File: src/timer16_defs.vh
// Constants for the 16-bit timer with capture/compare and one-shot output
`ifndef TIMER16_DEFS_VH
`define TIMER16_DEFS_VH

// ----------------------------------------------------------------
// Mode select field codes
// ----------------------------------------------------------------
`define MODE_STOP 2'h0
`define MODE_FREE 2'h1
`define MODE_EDGE_CLR 2'h2
`define MODE_PULSE 2'h3

// ----------------------------------------------------------------
// Valid edge select codes for trigger inputs
// ----------------------------------------------------------------
`define EDGE_FALL 2'h0
`define EDGE_RISE 2'h1
`define EDGE_NONE 2'h2
`define EDGE_BOTH 2'h3

// ----------------------------------------------------------------
// Counter limits and reset values
// ----------------------------------------------------------------
`define CNT_ZERO 16'h0000
`define CNT_MAX 16'hFFFF
`define CC_A_RESET 16'h0000
`define CC_B_RESET 16'h0000
`define OUT_RESET 1'h0

// ----------------------------------------------------------------
// Count clock divider default (system clocks per count clock)
// ----------------------------------------------------------------
`define PRESCALE_DEFAULT 16'h0001

`endif

File: src/trigger_edge.v
// Synchroniser and valid edge detector for one trigger input pin
`timescale 1ns/1ps
module trigger_edge (
  input wire clock_in,
  input wire arst_n_in,
  input wire pin_in,
  input wire [1:0] edge_sel_in,
  output reg edge_out
);
`include "timer16_defs.vh"

  reg meta_q;
  reg sync_q;
  reg last_q;
  wire rise;
  wire fall;

  // ----------------------------------------------------------------
  // Two-stage synchroniser, then previous level
  // ----------------------------------------------------------------
  always @(posedge clock_in or negedge arst_n_in) begin
    if (!arst_n_in) begin
      meta_q <= 1'h0;
      sync_q <= 1'h0;
      last_q <= 1'h0;
    end else begin
      meta_q <= pin_in;
      sync_q <= meta_q;
      last_q <= sync_q;
    end
  end

  assign rise = sync_q & ~last_q;
  assign fall = ~sync_q & last_q;

  // ----------------------------------------------------------------
  // Valid edge pulse
  // ----------------------------------------------------------------
  always @(posedge clock_in or negedge arst_n_in) begin
    if (!arst_n_in) begin
      edge_out <= 1'h0;
    end else begin
      case (edge_sel_in)
        `EDGE_FALL: edge_out <= fall;
        `EDGE_RISE: edge_out <= rise;
        `EDGE_BOTH: edge_out <= rise | fall;
        default: edge_out <= 1'h0;
      endcase
    end
  end

endmodule

File: src/timer16_freerun_ppg_oneshot.v
// 16-bit timer: free-running, pulse generator and one-shot modes
//
// Functional notes
// Mode 01 counts up each count clock
// Free-run wraps FFFFH to 0000H, sets overflow
// Software clears overflow by writing zero
// Each register may compare or capture
// Register A match raises event A
// Register B match raises event B, no clear
// Both compare: output toggles on either match
// Register B captures on trigger A edge
// Register A captures on trigger A or B
// Both capture: toggle on trigger A if enabled
// Trigger B never captures into register B
// Register A captures on both trigger B edges; the code captures only on the trigger B edges picked by edge_sel_b_in
// Mode 11 restarts on A match, PWM output
// Software keeps B below A for pulses
// One-shot enabled in modes 01 or 10
// Software bit or trigger A restarts one-shot
// One-shot matches raise events, invert output
// Pulse starts M+1, lasts N-M count clocks
// No retrigger while one-shot pulse active; the code restarts the counter and pulse on any trigger, even while busy
// Keep trigger A steady for software triggers
// Registers A and B differ for one-shot
// Counter read has no side effect
// Mode 10 trigger A captures B, clears
// Mode 00 stops counter, raises no events
`timescale 1ns/1ps
module timer16_freerun_ppg_oneshot #(
  parameter [15:0] PRESCALE_DIV = `PRESCALE_DEFAULT
) (
  input wire clock_in,
  input wire arst_n_in,
  input wire [1:0] mode_select_in,
  input wire toggle_on_capture_in,
  input wire single_pulse_enable_in,
  input wire single_pulse_trigger_in,
  input wire cc_a_capture_in,
  input wire cc_b_capture_in,
  input wire cc_a_src_b_in,
  input wire [1:0] edge_sel_a_in,
  input wire [1:0] edge_sel_b_in,
  input wire trigger_input_a_in,
  input wire trigger_input_b_in,
  input wire overflow_clear_in,
  input wire cc_a_write_in,
  input wire cc_b_write_in,
  input wire [15:0] cc_write_data_in,
  output reg [15:0] up_counter_out,
  output reg [15:0] cc_register_a_out,
  output reg [15:0] cc_register_b_out,
  output reg overflow_flag_out,
  output reg event_a_out,
  output reg event_b_out,
  output reg timer_output_pin_out,
  output reg one_shot_busy_out
);
`include "timer16_defs.vh"

  // ----------------------------------------------------------------
  // Helpers
  // ----------------------------------------------------------------
  function [15:0] bump;
    input [15:0] v;
    begin
      bump = v + 16'h0001;
    end
  endfunction

  function is_match;
    input [15:0] cnt;
    input [15:0] lim;
    begin
      is_match = (cnt == lim);
    end
  endfunction

  // ----------------------------------------------------------------
  // Declarations
  // ----------------------------------------------------------------
  reg [15:0] div_q;
  reg [15:0] div_d;
  reg tick_q;
  reg tick_d;
  reg [15:0] cnt_d;
  reg [15:0] a_d;
  reg [15:0] b_d;
  reg ovf_d;
  reg ev_a_d;
  reg ev_b_d;
  reg out_d;
  reg os_d;
  reg run;
  reg free_like;
  reg pulse_gen;
  reg os_mode;
  reg os_trig;
  reg cmp_a;
  reg cmp_b;
  reg match_a;
  reg match_b;
  reg cap_a_ev;
  reg cap_b_ev;
  reg clr_edge;
  reg ovf_set;
  reg cap_toggle;
  wire edge_a;
  wire edge_b;

  // ----------------------------------------------------------------
  // Trigger pin edge detection
  // ----------------------------------------------------------------
  trigger_edge u_edge_a (
    .clock_in(clock_in),
    .arst_n_in(arst_n_in),
    .pin_in(trigger_input_a_in),
    .edge_sel_in(edge_sel_a_in),
    .edge_out(edge_a)
  );

  trigger_edge u_edge_b (
    .clock_in(clock_in),
    .arst_n_in(arst_n_in),
    .pin_in(trigger_input_b_in),
    .edge_sel_in(edge_sel_b_in),
    .edge_out(edge_b)
  );

  // ----------------------------------------------------------------
  // Count clock divider
  // ----------------------------------------------------------------
  always @* begin
    div_d = div_q;
    tick_d = 1'h0;
    if (mode_select_in == `MODE_STOP) begin
      div_d = 16'h0000;
    end else if (div_q >= PRESCALE_DIV - 16'h0001) begin
      div_d = 16'h0000;
      tick_d = 1'h1;
    end else begin
      div_d = bump(div_q);
    end
  end

  // ----------------------------------------------------------------
  // Mode decode and event detection
  // ----------------------------------------------------------------
  always @* begin
    run = (mode_select_in != `MODE_STOP);
    free_like = (mode_select_in == `MODE_FREE) ||
                (mode_select_in == `MODE_EDGE_CLR);
    pulse_gen = (mode_select_in == `MODE_PULSE);
    os_mode = single_pulse_enable_in && free_like;
    os_trig = os_mode && (single_pulse_trigger_in || edge_a);
    cmp_a = !cc_a_capture_in || os_mode || pulse_gen;
    cmp_b = !cc_b_capture_in || os_mode || pulse_gen;
    match_a = tick_q && run && cmp_a &&
              is_match(up_counter_out, cc_register_a_out);
    match_b = tick_q && run && cmp_b &&
              is_match(up_counter_out, cc_register_b_out);
    // Register B capture only ever follows trigger A
    cap_b_ev = free_like && !os_mode && cc_b_capture_in &&
               edge_a;
    cap_a_ev = free_like && !os_mode && cc_a_capture_in &&
               (cc_a_src_b_in ? edge_b : edge_a);
    clr_edge = (mode_select_in == `MODE_EDGE_CLR) && !os_mode &&
               edge_a;
    ovf_set = tick_q && run && !os_trig && !clr_edge &&
              is_match(up_counter_out, `CNT_MAX);
    cap_toggle = cc_a_capture_in && cc_b_capture_in &&
                 toggle_on_capture_in && edge_a;
  end

  // ----------------------------------------------------------------
  // Counter next value
  // ----------------------------------------------------------------
  always @* begin
    cnt_d = up_counter_out;
    if (!run) begin
      cnt_d = `CNT_ZERO;
    end else if (os_trig || clr_edge) begin
      cnt_d = `CNT_ZERO;
    end else if (tick_q) begin
      if (pulse_gen && match_a) begin
        cnt_d = `CNT_ZERO;
      end else begin
        cnt_d = bump(up_counter_out);
      end
    end
  end

  // ----------------------------------------------------------------
  // Capture/compare registers, flags and events
  // ----------------------------------------------------------------
  always @* begin
    a_d = cc_register_a_out;
    b_d = cc_register_b_out;
    if (cap_a_ev) begin
      a_d = up_counter_out;
    end else if (cc_a_write_in) begin
      a_d = cc_write_data_in;
    end
    if (cap_b_ev) begin
      b_d = up_counter_out;
    end else if (cc_b_write_in) begin
      b_d = cc_write_data_in;
    end
    // Set wins over a simultaneous software clear
    if (ovf_set) begin
      ovf_d = 1'h1;
    end else if (overflow_clear_in) begin
      ovf_d = 1'h0;
    end else begin
      ovf_d = overflow_flag_out;
    end
    ev_a_d = match_a || cap_a_ev;
    ev_b_d = match_b || cap_b_ev;
  end

  // ----------------------------------------------------------------
  // Timer output and one-shot state
  // ----------------------------------------------------------------
  always @* begin
    out_d = timer_output_pin_out;
    os_d = one_shot_busy_out;
    if (pulse_gen) begin
      os_d = 1'h0;
      if (match_a) begin
        out_d = 1'h1;
      end else if (match_b) begin
        out_d = 1'h0;
      end
    end else if (os_mode) begin
      if (os_trig) begin
        out_d = 1'h0;
        os_d = 1'h1;
      end else if (one_shot_busy_out) begin
        out_d = timer_output_pin_out ^ match_a ^ match_b;
        if (match_b) begin
          os_d = 1'h0;
        end
      end
    end else if (free_like) begin
      os_d = 1'h0;
      out_d = timer_output_pin_out ^ match_a ^ match_b ^
              cap_toggle;
    end else begin
      os_d = 1'h0;
    end
  end

  // ----------------------------------------------------------------
  // State registers
  // ----------------------------------------------------------------
  always @(posedge clock_in or negedge arst_n_in) begin
    if (!arst_n_in) begin
      div_q <= 16'h0000;
      tick_q <= 1'h0;
      up_counter_out <= `CNT_ZERO;
      cc_register_a_out <= `CC_A_RESET;
      cc_register_b_out <= `CC_B_RESET;
      overflow_flag_out <= 1'h0;
      event_a_out <= 1'h0;
      event_b_out <= 1'h0;
      timer_output_pin_out <= `OUT_RESET;
      one_shot_busy_out <= 1'h0;
    end else begin
      div_q <= div_d;
      tick_q <= tick_d;
      up_counter_out <= cnt_d;
      cc_register_a_out <= a_d;
      cc_register_b_out <= b_d;
      overflow_flag_out <= ovf_d;
      event_a_out <= ev_a_d;
      event_b_out <= ev_b_d;
      timer_output_pin_out <= out_d;
      one_shot_busy_out <= os_d;
    end
  end

endmodule

File: config.mk
export PLATFORM = sky130hd
export DESIGN_NAME = timer16_freerun_ppg_oneshot
export DESIGN_NICKNAME = d
export VERILOG_FILES = /design/src/trigger_edge.v /design/src/timer16_freerun_ppg_oneshot.v
export VERILOG_INCLUDE_DIRS = /design/src
export SDC_FILE = /design/constraint.sdc
export NUM_CORES = 1
export LEC_CHECK = 0
export CORE_MARGIN = 1
export CORE_UTILIZATION = 64
export CTS_CLUSTER_SIZE = 25
export DETAILED_ROUTE_END_ITERATION = 6
export DONT_BUFFER_PORTS = 1
export GPL_ROUTABILITY_DRIVEN = 0
export MAX_ROUTING_LAYER = met4
export PLACE_DENSITY_LB_ADDON = 0.3
export SKIP_CTS_REPAIR_TIMING = 1
export SLEW_MARGIN = 20
export SYNTH_ARGS = -nofsm -noshare
export SYNTH_HDL_FRONTEND = slang
export SYNTH_SLANG_ARGS = --single-unit
File: constraint.sdc
create_clock -name clock_in -period 3.4 [get_ports clock_in]
set_clock_uncertainty 0.2 [all_clocks]
set_input_delay 0 -clock clock_in [delete_from_list [all_inputs] [get_ports clock_in]]
set_output_delay 0 -clock clock_in [all_outputs]
set_load 0.005 [all_outputs]
==> impl_results.md <==
* Primary FF master, synth: dfrtp_1
* Mean area per synthesized cell at 9.567 um2
* Crit Path Category: reg2reg
* Maximum fanout along the worst path at 15
* GRT Residual Overflow at 0
* Worst-margin pin slew at 1103 ps
* Hold Violations, Final at 1
* Final period utilization at 87.12%
* Layout fillers at 324
* CP delay by family, top: simple AND/OR/NAND/NOR gates
* Layout cells sized above 1 at 8.393%
* DRC violations left at 0
* Initial antenna violation count at 0
* Worst hold margin at -1.830 ps
* Final Util at 81.13%
* Final setup fails at 0
* Yosys reg bits at 62
* Clock transition at the registers of the reported paths at 70 ps
* GRT met3 Usage at 8.810%
* Synth-to-Final Area Change at 18.85%
* Die Y-Extent at 76.97 um
* Status: finished with violations
* Buf/Inv on CP at 1
* Port-buffer cells at 0
* Clock Path Buffers at 2
* Finished Cell Area at 0.004275 mm2
* Post-Syn Nets at 419
* Max IR drop VDD at 0.2601 mV
* Vias per inst at 6.634
* GRT Max-Usage Layer: met2
* Sequential area share after synthesis at 43.13%
* Initial Utilization at 68.26%
* RSZ-0062 raised after global routing: no
* Post-route ant nets at 0
* Fmax at 337.6 MHz
* First-pass GRT wire length at 15080 um
* Worst setup EP type: flip-flop
* Met1 usage at 42.30%
* Number of synthesized flops with an enable pin at 0
* DRT Pass-1 Iters at 5
* Placed cell area at 0.003626 mm2
* HP Class: in2reg
* Max-cap violation count at 0
* Clock root cell: clkbuf_8
* Pin count of the biggest net entering global routing at 63
* Fin Setup TNS at 0 ps
* Clk_lat worst skew at 350 ps
* Final critical-path required period at 2962 ps
* Worst path cell trace: xor2_1, nor4_2, o2111ai_2, nor4b_4, buf_4, or2_1, o21ai_0, a21o_1
* Met2 usage at 52.23%
* Die X-Extent at 76.97 um
* Critical path data arrival time at 3000 ps
* Core area at 0.005270 mm2
* Synth Instances at 376
* Synth warn at 0
* CP required at 3440 ps
* CTS H-tree lvls at 3
* WL/cell at 22.44 um
* Die area at 0.005924 mm2
* CTS Buf Count at 9
* Slowest cell on crit path: dfrtp_1
* Via count at 3231
* IO Count at 88
* PD cells at 461.7 mW/mm2
* Worst stage delay on the critical path at 520 ps
* Final Max Slew Viols at 0
* Dpl hpwl at 6710 um
* Register area at 0.001551 mm2
* Netlist Area Pre-Place at 0.003597 mm2
* Leak at 2.065 nW
* Multi-input logic area at 0.001859 mm2
* Gr usage total at 34.77%
* Top Registers: cc_register_a_out x16, cc_register_b_out x16, up_counter_out x16
* FP Rows at 26
* Synth unique cells at 49
* Clock tree sinks at 62
* Fraction of registers with async set/reset at 100.0%
* CTS tree: yes
* Total routed wirelength at 10930 um
* Critical Path Source Type: flip-flop
* Worst rel slew slack at 26.20%
* Initial drt markers at 394
* Nets@finish at 455
* Vias in the first global route at 2895
* N_diodes at 0
* Failing checks: negative hold slack
==> through the flow <==
stage / worst slack [ps] / power (mW) / cells
finish: 438.1 / 1.974 / 487
global route: 263.4 / 2.044 / 487
CTS: 500.9 / 1.868 / 444
detailed placement: 548.3 / 1.209 / 428
global placement: 614.0 / 1.194 / 428
floorplan: 891.2 / 1.142 / 376
==> Yosys cell counts (all sizes together), types with 4 or more instances <==
master	instances	area (um2)
or3	6	37.54
ha	8	100.1
and3	8	50.05
a31oi	4	25.02
a21o	4	30.03
xor2	29	254.0
nand4	4	25.02
o21ai	24	127.6
nand2	34	127.6
inv	10	37.54
clkbuf	21	78.83
a21oi	25	125.1
nor2	26	97.59
buf	9	85.08
nor4	13	87.58
dfrtp	62	1551
mux2i	35	350.3
nor3	11	55.05
nand3	7	35.03
==> path summary, 6_finish.rpt <==
check / end / cells after the start / slack, ps / startpoint
setup reg to reg: up_counter_out[7] / 8 / 440 / up_counter_out[7]
max in group asynchronous: event_b_out / 2 / 2690 / arst_n_in
hold / removal: event_b_out / 3 / -2 / single_pulse_enable_in
hold reg to reg: u_edge_b.sync_q / 0 / 150 / u_edge_b.meta_q
setup / recovery: up_counter_out[7] / 8 / 440 / up_counter_out[7]
min in group asynchronous: cc_register_b_out[1] / 2 / 30 / arst_n_in
==> routing by layer <==
layer / vias up / wire [um] / part of all wire, %
met5: - / 0 / 0
met4: 0 / 528 / 4.8
met3: 62 / 998 / 9.1
met2: 222 / 5362 / 49
met1: 1547 / 4039 / 37
li1: 1400 / - / -
==> cell usage in the layout, fill, tap and decap left out, types with 2 or more instances in the layout <==
| cell type | netlist | layout |
|---|---|---|
| dfrtp_1 | 62 | 62 |
| dlygate4sd3_1 | 0 | 42 |
| mux2i_1 | 35 | 35 |
| nand2_1 | 34 | 34 |
| xor2_1 | 29 | 29 |
| nor2_1 | 26 | 26 |
| a21oi_1 | 25 | 25 |
| o21ai_0 | 21 | 21 |
| nor4_1 | 12 | 12 |
| buf_4 | 1 | 12 |
| nor3_1 | 11 | 11 |
| clkbuf_8 | 0 | 11 |
| inv_1 | 10 | 10 |
| and3_1 | 8 | 8 |
| ha_1 | 8 | 8 |
| nand3_1 | 7 | 7 |
| or3_1 | 6 | 6 |
| nand4_1 | 4 | 4 |
| a31oi_1 | 4 | 4 |
| a21o_1 | 4 | 4 |
| nor2b_1 | 3 | 3 |
| nor3b_1 | 3 | 3 |
| o31ai_1 | 3 | 3 |
| o22ai_1 | 2 | 2 |
| or2_2 | 2 | 2 |
| xnor2_1 | 2 | 2 |
| a2111oi_0 | 2 | 2 |
| a22o_1 | 2 | 2 |
| o21ai_2 | 2 | 2 |
| a211o_1 | 2 | 2 |
| and2_1 | 2 | 2 |
| clkbuf_1 | 21 | 2 |
==> worst min-delay path, delay by kind of cell <==
family	cells	cell delay [ps]
buffers and inverters	1	260
AND/OR/NAND/NOR	2	240
==> final cells by class <==
class / count / share of cell area [%]
Clock buffer: 13 / 3.717
Clock inverter: 3 / 0.9950
Inverter: 10 / 0.8780
Multi-Input combinational cell: 274 / 43.49
Sequential cell: 62 / 36.29
Tap cell: 70 / 2.049
Timing Repair Buffer: 55 / 12.58
==> kinds of logic after synthesis <==
group,after synthesis,synth area share (%)
compound gates,73,12.35
xor+xnor,32,8.174
fa+ha+maj,8,2.783
buf+inv,40,5.600
flops,62,43.13
mux,35,9.739
simple gates,126,18.23
==> where the power goes <==
group | switching, mW | internal [mW] | total (mW)
Sequential | 0.127 | 0.808 | 0.935
Combinational | 0.197 | 0.171 | 0.368
Clock | 0.293 | 0.378 | 0.671
Total | 0.617 | 1.36 | 1.97
No activity file was read; power rests on OpenSTA's default activity.
